[src/verilog/charger_flag_pkg.sv]
// Behaviour
// - fault status has no reset value and shows live detector conditions.
// - fault status bit 7 reads one while input overvoltage is present.
// - status bit 5 reads one while battery overcurrent protection is active.
// - fault status bit 4 reads one while battery is below lockout level.
// - bit 2 reads one while thermistor is in the cool region.
// - bit 1 reads one while thermistor is in the warm region.
// - second status bits 6,5,4 show comparator one, two, three alarms live.
// - second status bit 0 reads one above the thermistor open threshold.
// - second status bit 7 and bits 3 to 1 are reserved, read zero.
// - event flags reset to zero; a host read of the flag register clears each flag that sees no event in that cycle.
// - flag bit 6 latches on constant-voltage taper entry until read.
// - flag bit 5 latches on charge termination until read.
// - flag bit 4 latches on input current limiting until read.
// - flag bit 3 latches on power-path management operation until read.
// - flag bit 2 latches on input-voltage management operation until read.
// - flag bit 1 latches on thermal regulation until read.
// - flag bit 0 latches on any change of input power-good status.
package charger_flag_pkg;

    //------------------------------------------------------------------
    // register offsets
    //------------------------------------------------------------------
    localparam logic [7:0] FAULT_TEMP_STATUS_ADDR      = 8'h01;
    localparam logic [7:0] COMPARATOR_OPEN_STATUS_ADDR = 8'h02;
    localparam logic [7:0] CHARGE_EVENT_FLAGS_ADDR     = 8'h03;

    //------------------------------------------------------------------
    // field positions
    //------------------------------------------------------------------
    localparam int OVERVOLTAGE_BIT  = 7;
    localparam int OVERCURRENT_BIT  = 5;
    localparam int UNDERVOLTAGE_BIT = 4;
    localparam int COLD_BIT         = 3;
    localparam int COOL_BIT         = 2;
    localparam int WARM_BIT         = 1;
    localparam int HOT_BIT          = 0;
    localparam int ALARM_ONE_BIT    = 6;
    localparam int ALARM_TWO_BIT    = 5;
    localparam int ALARM_THREE_BIT  = 4;
    localparam int OPEN_BIT         = 0;
    localparam int TAPER_BIT        = 6;
    localparam int DONE_BIT         = 5;
    localparam int INPUT_LIMIT_BIT  = 4;
    localparam int POWERPATH_BIT    = 3;
    localparam int INPUT_VOLT_BIT   = 2;
    localparam int THERMAL_BIT      = 1;
    localparam int GOOD_CHANGE_BIT  = 0;
    localparam int EVENT_COUNT      = 7;

    //------------------------------------------------------------------
    // reset values
    //------------------------------------------------------------------
    localparam logic [7:0] FLAGS_RESET     = 8'h00;
    localparam logic [7:0] READ_DATA_RESET = 8'h00;

endpackage : charger_flag_pkg

[src/verilog/charger_status_flag_regs.sv]
`timescale 1ns/1ps
module charger_status_flag_regs
(
    // clock and reset
    input  wire logic       sys_clk,
    input  wire logic       resetn,
    // register read port from the serial interface
    input  wire logic       reg_rd,
    input  wire logic [7:0] reg_addr,
    output logic      [7:0] reg_rdata,
    // live fault and thermistor conditions
    input  wire logic       input_overvoltage_live,
    input  wire logic       battery_overcurrent_live,
    input  wire logic       battery_undervoltage_live,
    input  wire logic       therm_cold_live,
    input  wire logic       therm_cool_live,
    input  wire logic       therm_warm_live,
    input  wire logic       therm_hot_live,
    input  wire logic       therm_open_live,
    // live comparator alarms
    input  wire logic       alarm_one_live,
    input  wire logic       alarm_two_live,
    input  wire logic       alarm_three_live,
    // charger activity levels feeding the event flags
    input  wire logic       taper_active,
    input  wire logic       charge_done_active,
    input  wire logic       input_limit_active,
    input  wire logic       powerpath_mgmt_active,
    input  wire logic       input_voltage_mgmt_active,
    input  wire logic       thermal_regulation_active,
    input  wire logic       input_good
);
    import charger_flag_pkg::*;

    //------------------------------------------------------------------
    // live status views
    //------------------------------------------------------------------
    wire logic [7:0] fault_temp_status;
    wire logic [7:0] comparator_open_status;

    // fault register is purely combinational, nothing to reset
    assign fault_temp_status[OVERVOLTAGE_BIT]  =
        input_overvoltage_live;
    assign fault_temp_status[6]                = 1'b0;
    assign fault_temp_status[OVERCURRENT_BIT]  =
        battery_overcurrent_live;
    assign fault_temp_status[UNDERVOLTAGE_BIT] =
        battery_undervoltage_live;
    assign fault_temp_status[COLD_BIT]         = therm_cold_live;
    assign fault_temp_status[COOL_BIT]         = therm_cool_live;
    assign fault_temp_status[WARM_BIT]         = therm_warm_live;
    assign fault_temp_status[HOT_BIT]          = therm_hot_live;

    // comparator alarms and open thermistor; reserved bits read zero
    assign comparator_open_status[7]               = 1'b0;
    assign comparator_open_status[ALARM_ONE_BIT]   = alarm_one_live;
    assign comparator_open_status[ALARM_TWO_BIT]   = alarm_two_live;
    assign comparator_open_status[ALARM_THREE_BIT] = alarm_three_live;
    assign comparator_open_status[3:1]             = 3'h0;
    assign comparator_open_status[OPEN_BIT]        = therm_open_live;

    //------------------------------------------------------------------
    // event detection
    //------------------------------------------------------------------
    logic [EVENT_COUNT-1:0] level_prev_r;
    logic                   primed_r;
    wire logic [EVENT_COUNT-1:0] level_now;
    wire logic [EVENT_COUNT-1:0] event_hit;
    wire logic [EVENT_COUNT-1:0] flag_bits;
    wire logic                   flags_read;

    // levels packed in flag bit order
    assign level_now[TAPER_BIT]       = taper_active;
    assign level_now[DONE_BIT]        = charge_done_active;
    assign level_now[INPUT_LIMIT_BIT] = input_limit_active;
    assign level_now[POWERPATH_BIT]   = powerpath_mgmt_active;
    assign level_now[INPUT_VOLT_BIT]  = input_voltage_mgmt_active;
    assign level_now[THERMAL_BIT]     = thermal_regulation_active;
    assign level_now[GOOD_CHANGE_BIT] = input_good;

    // rising edges for the activity flags; any edge for power good.
    // primed_r masks the first cycle so power-up levels are not events.
    assign event_hit[TAPER_BIT] = primed_r
        & taper_active & ~level_prev_r[TAPER_BIT];
    assign event_hit[DONE_BIT] = primed_r
        & charge_done_active & ~level_prev_r[DONE_BIT];
    assign event_hit[INPUT_LIMIT_BIT] = primed_r
        & input_limit_active & ~level_prev_r[INPUT_LIMIT_BIT];
    assign event_hit[POWERPATH_BIT] = primed_r
        & powerpath_mgmt_active & ~level_prev_r[POWERPATH_BIT];
    assign event_hit[INPUT_VOLT_BIT] = primed_r
        & input_voltage_mgmt_active & ~level_prev_r[INPUT_VOLT_BIT];
    assign event_hit[THERMAL_BIT] = primed_r
        & thermal_regulation_active & ~level_prev_r[THERMAL_BIT];
    assign event_hit[GOOD_CHANGE_BIT] = primed_r
        & (input_good ^ level_prev_r[GOOD_CHANGE_BIT]);

    // previous levels for edge detection
    always_ff @(posedge sys_clk)
    begin
        if (!resetn)
        begin
            level_prev_r <= '0;
            primed_r     <= 1'b0;
        end
        else
        begin
            level_prev_r <= level_now;
            primed_r     <= 1'b1;
        end
    end

    //------------------------------------------------------------------
    // sticky flags, cleared by a read of the flag register
    //------------------------------------------------------------------
    assign flags_read = reg_rd
        & (reg_addr == CHARGE_EVENT_FLAGS_ADDR);

    genvar g;
    generate
        for (g = 0; g < EVENT_COUNT; g = g + 1)
        begin : gen_flag
            event_flag_bit u_flag
            (
                .sys_clk     (sys_clk),
                .resetn      (resetn),
                .event_pulse (event_hit[g]),
                .clear_read  (flags_read),
                .flag_r      (flag_bits[g])
            );
        end
    endgenerate

    //------------------------------------------------------------------
    // read data
    //------------------------------------------------------------------
    wire logic [7:0] read_select;
    wire logic [7:0] reg_rdata_nxt;

    // unmapped offsets read zero; flag snapshot is taken before clear
    assign read_select =
        (reg_addr == FAULT_TEMP_STATUS_ADDR) ?
            fault_temp_status :
        (reg_addr == COMPARATOR_OPEN_STATUS_ADDR) ?
            comparator_open_status :
        (reg_addr == CHARGE_EVENT_FLAGS_ADDR) ?
            {1'b0, flag_bits} :
            READ_DATA_RESET;

    // hold the last answer between strobes by recirculation, so the
    // register still loads on every edge and needs no enable
    assign reg_rdata_nxt = reg_rd ? read_select : reg_rdata;

    // read data register
    always_ff @(posedge sys_clk)
    begin
        if (!resetn)
            reg_rdata <= READ_DATA_RESET;
        else
            reg_rdata <= reg_rdata_nxt;
    end

endmodule : charger_status_flag_regs

[src/verilog/event_flag_bit.sv]
`timescale 1ns/1ps
// one sticky event flag, set on event, cleared by a read
module event_flag_bit
(
    // clock and reset
    input  wire logic sys_clk,
    input  wire logic resetn,
    // control
    input  wire logic event_pulse,
    input  wire logic clear_read,
    // state
    output logic      flag_r
);
    import charger_flag_pkg::*;

    logic flag_nxt;

    // set wins over clear so a colliding event survives the read
    assign flag_nxt = event_pulse | (flag_r & ~clear_read);

    // sticky flag register
    always_ff @(posedge sys_clk)
    begin
        if (!resetn)
            flag_r <= 1'b0;
        else
            flag_r <= flag_nxt;
    end

endmodule : event_flag_bit

[config.mk]
export PLATFORM = sky130hd
export DESIGN_NAME = charger_status_flag_regs
export DESIGN_NICKNAME = d
export VERILOG_FILES = /design/src/verilog/charger_flag_pkg.sv /design/src/verilog/charger_status_flag_regs.sv /design/src/verilog/event_flag_bit.sv
export SDC_FILE = /design/constraint.sdc
export NUM_CORES = 1
export LEC_CHECK = 0
export BUFFER_PORTS_ARGS = -buffer_cell sky130_fd_sc_hd__buf_2
export CAP_MARGIN = 20
export CELL_PAD_IN_SITES_DETAIL_PLACEMENT = 1
export CELL_PAD_IN_SITES_GLOBAL_PLACEMENT = 1
export CORE_ASPECT_RATIO = 1.1
export CORE_MARGIN = 1
export CORE_UTILIZATION = 35
export CTS_CLUSTER_SIZE = 30
export DETAILED_ROUTE_END_ITERATION = 6
export PLACE_DENSITY_LB_ADDON = 0.05
export SYNTH_ARGS = -nofsm -noshare
export SYNTH_HDL_FRONTEND = slang
export SYNTH_SLANG_ARGS = --single-unit
[constraint.sdc]
create_clock -name sys_clk -period 1.2 [get_ports sys_clk]
set_input_delay 0.12 -clock sys_clk [delete_from_list [all_inputs] [get_ports sys_clk]]
set_output_delay 0.12 -clock sys_clk [all_outputs]
set_load 0.01 [all_outputs]
==> results of run 1 <==
## worst max-delay path: stages (launching register included)
cell	delay [ns]
dfxtp_1	0.51
nand3b_1	0.17
nor2b_1	0.18
a211oi_2	0.17
## power by group through the flow
stage | Combinational, W | Clock (W) | Sequential (W)
after CTS | 0.000180 | 0.000364 | 0.000810
final | 0.000177 | 0.000341 | 0.000809
after global routing | 0.000196 | 0.000391 | 0.000813
after floorplan | 0.000107 | 0 | 0.000819
after detailed placement | 0.000179 | 0 | 0.000827
after global placement | 0.000173 | 0 | 0.000826
## synth_stat cells
| cell | number |
|---|---|
| a22oi_1 | 3 |
| mux2i_1 | 3 |
| a21oi_1 | 2 |
| buf_6 | 1 |
| and2_1 | 7 |
| and3_1 | 1 |
| nand3b_1 | 10 |
| nor4_4 | 1 |
| a211oi_2 | 7 |
| clkbuf_1 | 1 |
| buf_2 | 1 |
| xor2_1 | 1 |
| nand2b_1 | 1 |
| nor2b_1 | 8 |
| dfxtp_1 | 23 |
| nand4_1 | 1 |
| mux2_2 | 4 |
| buf_1 | 1 |
| and4bb_4 | 1 |
| inv_1 | 1 |
| nand2_1 | 6 |
| nor3b_1 | 1 |
| o21ai_0 | 7 |
| nand3_1 | 2 |
## layout make-up
type                            instances  area, sq um
Sequential cell                        23          460
Fill cell                             304         1350
Inverter                                1         3.75
Multi-Input combinational cell         66          504
Tap cell                               31         38.8
Timing Repair Buffer                   38          208
Clock buffer                            4         26.3
## final timing paths
check	startpoint	end	slack (ns)	cells past startpoint
worst max-delay path	primed_r	gen_flag[3].u_flag.flag_r	0.11	3
worst min-delay path	taper_active	level_prev_r[6]	0.03	2
worst max register to register	primed_r	gen_flag[3].u_flag.flag_r	0.11	3
worst min register to register	reg_rdata[3]	reg_rdata[3]	0.47	2
## metal layers
layer | GRT usage (%) | part of all wire [%]
met1 | 17.7 | 46
met2 | 25.5 | 48
met3 | 3.41 | 5.6
met4 | 4.51 | 0.49
met5 | 0 | 0
## registers in the layout, indices dropped and copies added, names as in the netlist
register / flops
reg_rdata: 8
level_prev_r: 7
gen_flag.u_flag.flag_r: 7
primed_r: 1
## metrics by stage
step	hold WS (ns)	cell area, sq um	total power (W)	setup slack [ns]	util (%)
after floorplan	0.148	992	0.000926	0.186	-
after global placement	0.337	1210	0.000999	0.104	46.9
after detailed placement	0.343	1210	0.00101	0.0766	46.9
after CTS	0.0209	1240	0.00135	0.102	47.9
after global routing	0.0148	1240	0.00140	0.0120	47.9
final	0.0300	1240	0.00133	0.110	47.9
## cells by family (layout without fill, tap and decap cells)
family | count (synthesis) | after routing
compound gates | 19 | 19
flops | 23 | 23
buf+inv | 5 | 43
simple gates | 39 | 39
mux | 7 | 7
xor+xnor | 1 | 1
==> results.json, run 1 <==
{
  "cts_root_buffer": "clkbuf_4",
  "dieArea_sq_um": 3050,
  "syn-mean-instance-area_sq_um": 10.6,
  "portBuffers": 36,
  "insertedDiodeCount": 0,
  "die_w_um": 52.8,
  "synth_nets": 123,
  "hold_buffers": 0,
  "cts_tree": "done",
  "cp.required_ns": 1.43,
  "final_max_slew_viol_count": 0,
  "gp_routability_congestion": 0.744,
  "clock_latency_ns": 0.30,
  "track_usage_pct": 14.7,
  "initial_core_util_pct": 38.3,
  "clk_pin_slew_worst_paths_ns": 0.12,
  "layout.cells.most_common": "buf_2",
  "drive_above_1_share_pct": 40.9,
  "drt-total-wl_mm": 2.04,
  "worst_pin_slew_ns": 0.363,
  "cts_sinks": 23,
  "antenna_found_initial": 0,
  "drc": 0,
  "yosysSeqAreaShare_pct": 46.4,
  "post-route-period-util_pct": 90.8,
  "ctsResizeCount": 0,
  "skew_ns": 0.00360,
  "combPwrFrac_pct": 13.3,
  "grt_max_degree": 17,
  "tns_ns": 0,
  "ys_types": 24,
  "fin_crit_ns": 1.09,
  "critical_path.endpoint_type": "flip-flop",
  "synth_mux_area_share_pct": 7.57,
  "dp_hpwl_mm": 1.68,
  "fp-row-count": 19,
  "timing.fmax_ghz": 0.918,
  "rsz0062_at_grt": "false",
  "arrival_ns": 1.32,
  "io_pins": 37,
  "drtIter0Drc": 3,
  "final_cell_mix": "36 x buf_2, 23 x dfxtp_1, 10 x nand3b_1",
  "synth-xor-area-share_pct": 0.883,
  "cts_max_level": 1,
  "p_switching_w": 0.000309,
  "synth_simple_gate_area_share_pct": 26.7,
  "stdcell_count": 163,
  "synth_top_family_by_area": "simple AND/OR/NAND/NOR gates",
  "synth_area_leaders": "dfxtp_1 46%, a211oi_2 8.8%, nand3b_1 7.6%, nor2b_1 5.0%, mux2_2 4.5%",
  "synth_top_area_share_pct": 46.4,
  "synth_compound_gate_area_share_pct": 15.6,
  "swShare_pct": 23.3,
  "critPathMaxFanout": 8,
  "p_seq_share_pct": 60.9,
  "synth_area_leader_cell": "dfxtp_1",
  "synth_area_sq_um": 992,
  "relSlewSlack_pct": 75.8,
  "clock_power_share_pct": 25.7,
  "crit_type": "flip-flop to flip-flop",
  "area_growth_syn_to_layout_pct": 25.1,
  "synth_fa_ha_area_share_pct": 0,
  "overflow": 0,
  "internal_power_w": 0.00102,
  "grt_pass1_vias": 783,
  "status": "completed",
  "vdd_drop_max_uv": 734,
  "postRouteAntennaNets": 0,
  "core_area_sq_um": 2590,
  "netlist_instances": 94,
  "total_leakage_power_nw": 0.518,
  "numCtsBuffers": 3,
  "p_per_area_nw_per_um2": 1070,
  "final_hold_viol_count": 0,
  "ys_ff_latch": 23,
  "finalSetupViolCount": 0,
  "cts_setup_buffers": 0,
  "cts_buffer_depth": 2,
  "die_y_um": 57.8,
  "drv_cap": 0,
  "start_kind": "flip-flop",
  "drt-wirelength-per-cell_um": 12.5,
  "vias_per_cell": 4.90,
  "place_inst": 159,
  "first_pass_iters": 3,
  "yosys_warnings": 0,
  "grt_pass1_wl_mm": 3.31,
  "via_count": 799,
  "final_nets": 162,
  "hold_class": "primary input to flip-flop"
}
No activity file was read; power rests on OpenSTA's default activity.
==> inputs of run 2 (changes only) <==
SETUP_SLACK_MARGIN = 0.15   (was default)
==> results.json, run 2 (synthesis results as in run 1) <==
{
  "overflow": 0,
  "dp_slack_ns": 0.0766,
  "timing.fmax_ghz": 1.02,
  "numCtsBuffers": 3,
  "drv_cap": 0,
  "final_cell_mix": "36 x buf_2, 22 x dfxtp_1, 10 x nand3b_1",
  "fin_crit_ns": 0.979,
  "cp_cell_sequence": "mux2_2 > a22oi_1 > o21ai_0",
  "insertedDiodeCount": 0,
  "via_count": 798,
  "setup_slack_ns": 0.221,
  "clock_latency_ns": 0.30,
  "final_nets": 162,
  "reg_top3": "reg_rdata (8), gen_flag.u_flag.flag_r (7), level_prev_r (7)",
  "status": "completed",
  "maxUsedRoutingLayer": "met4",
  "p_per_area_nw_per_um2": 1060,
  "tns_ns": 0,
  "core_area_sq_um": 2590,
  "critPathMaxFanout": 2,
  "grt_pass1_vias": 783,
  "postRouteAntennaNets": 0,
  "fp-row-count": 19,
  "io_pins": 37,
  "worst_pin_slew_ns": 0.363,
  "cts_buffer_depth": 2,
  "path_buf_inv": 0,
  "met1_length_um": 938,
  "dp_hpwl_mm": 1.68,
  "cts_sinks": 23,
  "drt-wirelength-per-cell_um": 12.5,
  "post-route-period-util_pct": 81.6,
  "start_kind": "flip-flop",
  "cp_top_family": "flip-flops",
  "largest_reg_flops": 8,
  "cts_root_buffer": "clkbuf_4",
  "vdd_drop_max_uv": 731,
  "final_max_slew_viol_count": 0,
  "gp_routability_congestion": 0.744,
  "first_pass_iters": 3,
  "die_w_um": 52.8,
  "grt_max_degree": 17,
  "hold_class": "primary input to flip-flop",
  "clk_pin_slew_worst_paths_ns": 0.12,
  "critical_path.endpoint_type": "flip-flop",
  "drtIter0Drc": 1,
  "slowest_stage": "dfxtp_1",
  "drc": 0,
  "track_usage_pct": 14.7,
  "crit_type": "flip-flop to flip-flop",
  "largest-register": "reg_rdata",
  "drt-total-wl_mm": 2.04,
  "relSlewSlack_pct": 75.7,
  "arrival_ns": 1.17,
  "cp.required_ns": 1.40,
  "die_y_um": 57.8,
  "wl_met3_um": 114,
  "rsz0062_at_grt": "false",
  "vias_per_cell": 4.90,
  "grt_pass1_wl_mm": 3.31,
  "initial_core_util_pct": 38.3,
  "drive_above_1_share_pct": 41.7,
  "total_leakage_power_nw": 0.518,
  "portBuffers": 36,
  "cts_tree": "done",
  "area_growth_syn_to_layout_pct": 25.5,
  "place_area_sq_um": 1210,
  "antenna_found_initial": 0,
  "skew_ns": 0.00303,
  "dr_wl_met2_um": 977,
  "cts_setup_buffers": 0,
  "final_area_sq_um": 1240,
  "dieArea_sq_um": 3050,
  "cts_max_level": 1,
  "layout.cells.most_common": "buf_2",
  "finalSetupViolCount": 0,
  "final_hold_viol_count": 0,
  "slowest_delay_ns": 0.33
}
-- run 2: cell count changes in the layout (fill, tap and decap cells not counted) --
cell,before,now
dfxtp_1,23,22
dfxtp_4,0,1
-- run 2: layout make-up --
cell class	count	area (sq um)
Multi-Input combinational cell	66	504
Timing Repair Buffer	38	208
Sequential cell	23	464
Inverter	1	3.75
Tap cell	31	38.8
Clock buffer	4	26.3
Fill cell	303	1350
-- run 2: final timing paths --
path	cells past startpoint	slack [ns]	from	end
min	2	0.03	taper_active	level_prev_r[6]
max reg2reg	3	0.22	gen_flag[5].u_flag.flag_r	reg_rdata[5]
min reg2reg	2	0.47	reg_rdata[3]	reg_rdata[3]
max	3	0.22	gen_flag[5].u_flag.flag_r	reg_rdata[5]
-- run 2: where the power goes --
group	internal (W)	switching (W)
sequential	0.000793	0.0000150
clock	0.000129	0.000211
combinational	0.0000952	0.0000815
-- run 2: layer usage --
metal  GRT usage (%)  vias to the layer above
li1                -                      409
met1            17.7                      363
met2            25.5                       24
met3            3.41                        2
met4            4.51                        0
met5               0                        -
-- run 2: repair_timing --
item / 4_1_cts / 5_1_grt
resized for setup: 1 / 1
cloned: 0 / 0
setup endpoints to repair: 6 / 1
hold buffers: 0 / 0
endpoints found under the hold margin: 0 / 0
-- run 2: stage by stage --
| stage | total power (W) | util [%] | cells | hold slack, ns |
|---|---|---|---|---|
| 2_1_floorplan | 0.000926 | - | 94 | 0.148 |
| 3_3_place_gp | 0.000999 | 46.9 | 159 | 0.337 |
| 3_5_place_dp | 0.00101 | 46.9 | 159 | 0.343 |
| 4_1_cts | 0.00135 | 47.9 | 163 | 0.0209 |
| 5_1_grt | 0.00140 | 48.0 | 163 | 0.0148 |
| 6_report | 0.00133 | 48.0 | 163 | 0.0306 |
==> inputs of run 3 (changes only) <==
ABC_AREA = 1   (was default)
CORE_UTILIZATION = 30   (was 35)
clock period = 0.85 ns   (was 1.2 ns; I/O delays follow)
==> results.json, run 3 <==
{
  "status": "complete, but fails checks",
  "violations": "design-rule violations, negative setup slack",
  "ys.flop_type": "dfxtp_1",
  "cts_buffer_depth": 2,
  "p_seq_share_pct": 58.3,
  "die_y_um": 62.4,
  "relSlewSlack_pct": 83.4,
  "layout.cells.most_common": "buf_2",
  "dieArea_sq_um": 3550,
  "cts_root_buffer": "clkbuf_4",
  "clk_pin_slew_worst_paths_ns": 0.12,
  "fin_crit_ns": 0.858,
  "synth_top_area_share_pct": 46.3,
  "timing.fmax_ghz": 1.17,
  "portBuffers": 36,
  "io_pins": 37,
  "first_pass_iters": 6,
  "area_growth_syn_to_layout_pct": 58.9,
  "slowest_delay_ns": 0.35,
  "critPathMaxFanout": 2,
  "cts_tree": "done",
  "p_per_area_nw_per_um2": 1260,
  "vdd_drop_max_uv": 827,
  "critical_path.endpoint_type": "output pin",
  "final_max_slew_viol_count": 0,
  "die_w_um": 56.9,
  "largest-register": "reg_rdata",
  "grt_pass1_vias": 955,
  "place_area_sq_um": 1230,
  "final_cell_mix": "28 x buf_2, 24 x nand2_1, 17 x inv_1",
  "gp_routability_congestion": 0.718,
  "ys_types": 17,
  "insertedDiodeCount": 0,
  "swShare_pct": 25.9,
  "drc": 6,
  "worst_pin_slew_ns": 0.249,
  "syn-mean-instance-area_sq_um": 7.59,
  "final_hold_viol_count": 0,
  "synth_area_sq_um": 995,
  "yosys-top-cells-count": "32 x nand2_1, 23 x dfxtp_1, 19 x nand3_1, 18 x inv_1, 12 x a21oi_1",
  "yosysSeqAreaShare_pct": 46.3,
  "final_nets": 211,
  "path_buf_inv": 1,
  "slowest_stage": "dfxtp_2",
  "rsz0062_at_grt": "true",
  "ys_ff_latch": 23,
  "fp-row-count": 21,
  "track_usage_pct": 15.4,
  "synth-edff-count": 0,
  "cp_top_family": "flip-flops",
  "internal_power_w": 0.00148,
  "drt-wirelength-per-cell_um": 12.5,
  "post-synth-top-count-cell": "nand2_1",
  "cp.required_ns": 0.76,
  "total_leakage_power_nw": 0.751,
  "antenna_found_initial": 0,
  "cp_cell_sequence": "buf_6",
  "vias_per_cell": 4.68,
  "largest_reg_flops": 8,
  "drt-total-wl_mm": 2.70,
  "drive_above_1_share_pct": 55.8,
  "reg_top3": "reg_rdata (8), gen_flag.u_flag.flag_r (7), level_prev_r (7)",
  "netlist_instances": 131,
  "drtIter0Drc": 35,
  "finalSetupViolCount": 8,
  "skew_ns": 0.000999,
  "grt_max_degree": 13,
  "clock_power_share_pct": 25.7,
  "setup_slack_ns": -0.00786,
  "synthArstFlopShare_pct": 0,
  "fin_util_pct": 51.0,
  "tns_ns": -0.0359,
  "clock_latency_ns": 0.31,
  "initial_core_util_pct": 32.1,
  "p_switching_w": 0.000516,
  "holdWs_ns": 0.0294,
  "yosys_warnings": 0,
  "hold_class": "primary input to flip-flop",
  "post-route-period-util_pct": 101,
  "synth_nets": 160,
  "numCtsBuffers": 3,
  "synth_area_leaders": "dfxtp_1 46%, nand2_1 12%, nand3_1 9.6%, inv_1 6.8%, a21oi_1 6.0%",
  "arrival_ns": 0.77,
  "overflow": 0,
  "drv_cap": 0,
  "postRouteAntennaNets": 0,
  "cts_max_level": 1,
  "crit_type": "flip-flop to output pin",
  "via_count": 1006,
  "final_area_sq_um": 1580,
  "core_area_sq_um": 3100,
  "start_kind": "flip-flop",
  "cts_sinks": 23,
  "grt_pass1_wl_mm": 4.22,
  "dp_hpwl_mm": 1.78,
  "combPwrFrac_pct": 16.0,
  "synth_area_leader_cell": "dfxtp_1"
}
==> run 3: cell types whose count changed after synthesis, sizes merged, moves of 8 or more <==
cell,change
inv,+19
nor2b,-8
a21oi,+13
nand3,+17
nand2,+27
==> run 3: area by class of cell <==
class,count,area (sq um)
timing repair buffer,50,374
multi-input combinational,84,576
sequential,23,484
tap,34,42.5
fill,379,1520
inverter,20,77.6
clock buffer,4,26.3
==> run 3: logic make-up after synthesis <==
group                  count (synthesis)  share of synthesized area [%]
AND/OR/NAND/NOR                       65                           30.9
buffers and inverters                 24                           10.9
flip-flops                            23                           46.3
AO/OA/AOI/OAI                         18                           10.9
XOR/XNOR                               1                          0.881
==> run 3: power groups by stage <==
stage	clock [W]	sequential, W	combinational [W]
finish	0.000513	0.00116	0.000320
detailed placement	0	0.00118	0.000235
global placement	0	0.00117	0.000228
floorplan	0	0.00117	0.000126
global route	0.000600	0.00117	0.000351
CTS	0.000535	0.00116	0.000288
==> run 3: per-layer routing <==
metal	up-vias	wire length [um]	GRT usage, %
li1	516	-	-
met1	455	1130	17.8
met2	28	1370	27.1
met3	7	128	3.11
met4	0	64	6.40
met5	-	0	0
==> run 3: final timing paths <==
kind / startpoint / to / slack [ns] / depth (start not counted)
hold / removal: input_overvoltage_live / reg_rdata[7] / 0.03 / 3
setup reg to reg: gen_flag[4].u_flag.flag_r / reg_rdata[4] / 0.11 / 4
setup / recovery: reg_rdata[3] / reg_rdata[3] / -0.008 / 1
hold reg to reg: gen_flag[0].u_flag.flag_r / gen_flag[0].u_flag.flag_r / 0.48 / 2
==> run 3: metrics by stage <==
stage	total power [W]	worst slack (ns)	instances
after global routing	0.00212	-0.0510	215
final	0.00200	-0.00786	215
after floorplan	0.00130	0.0698	131
after global placement	0.00140	-0.162	199
after CTS	0.00199	-0.0182	212
after detailed placement	0.00141	-0.181	199
==> run 3: repair_timing <==
item                                    4_1_cts  5_1_grt
endpoints found under the setup margin       22       23
gates resized for setup                      43       15
hold buffers                                  8        0
buffers inserted                              1        3
pin swaps                                    12       20
hold endpoints to repair                      8        0
gates cloned                                  0        0
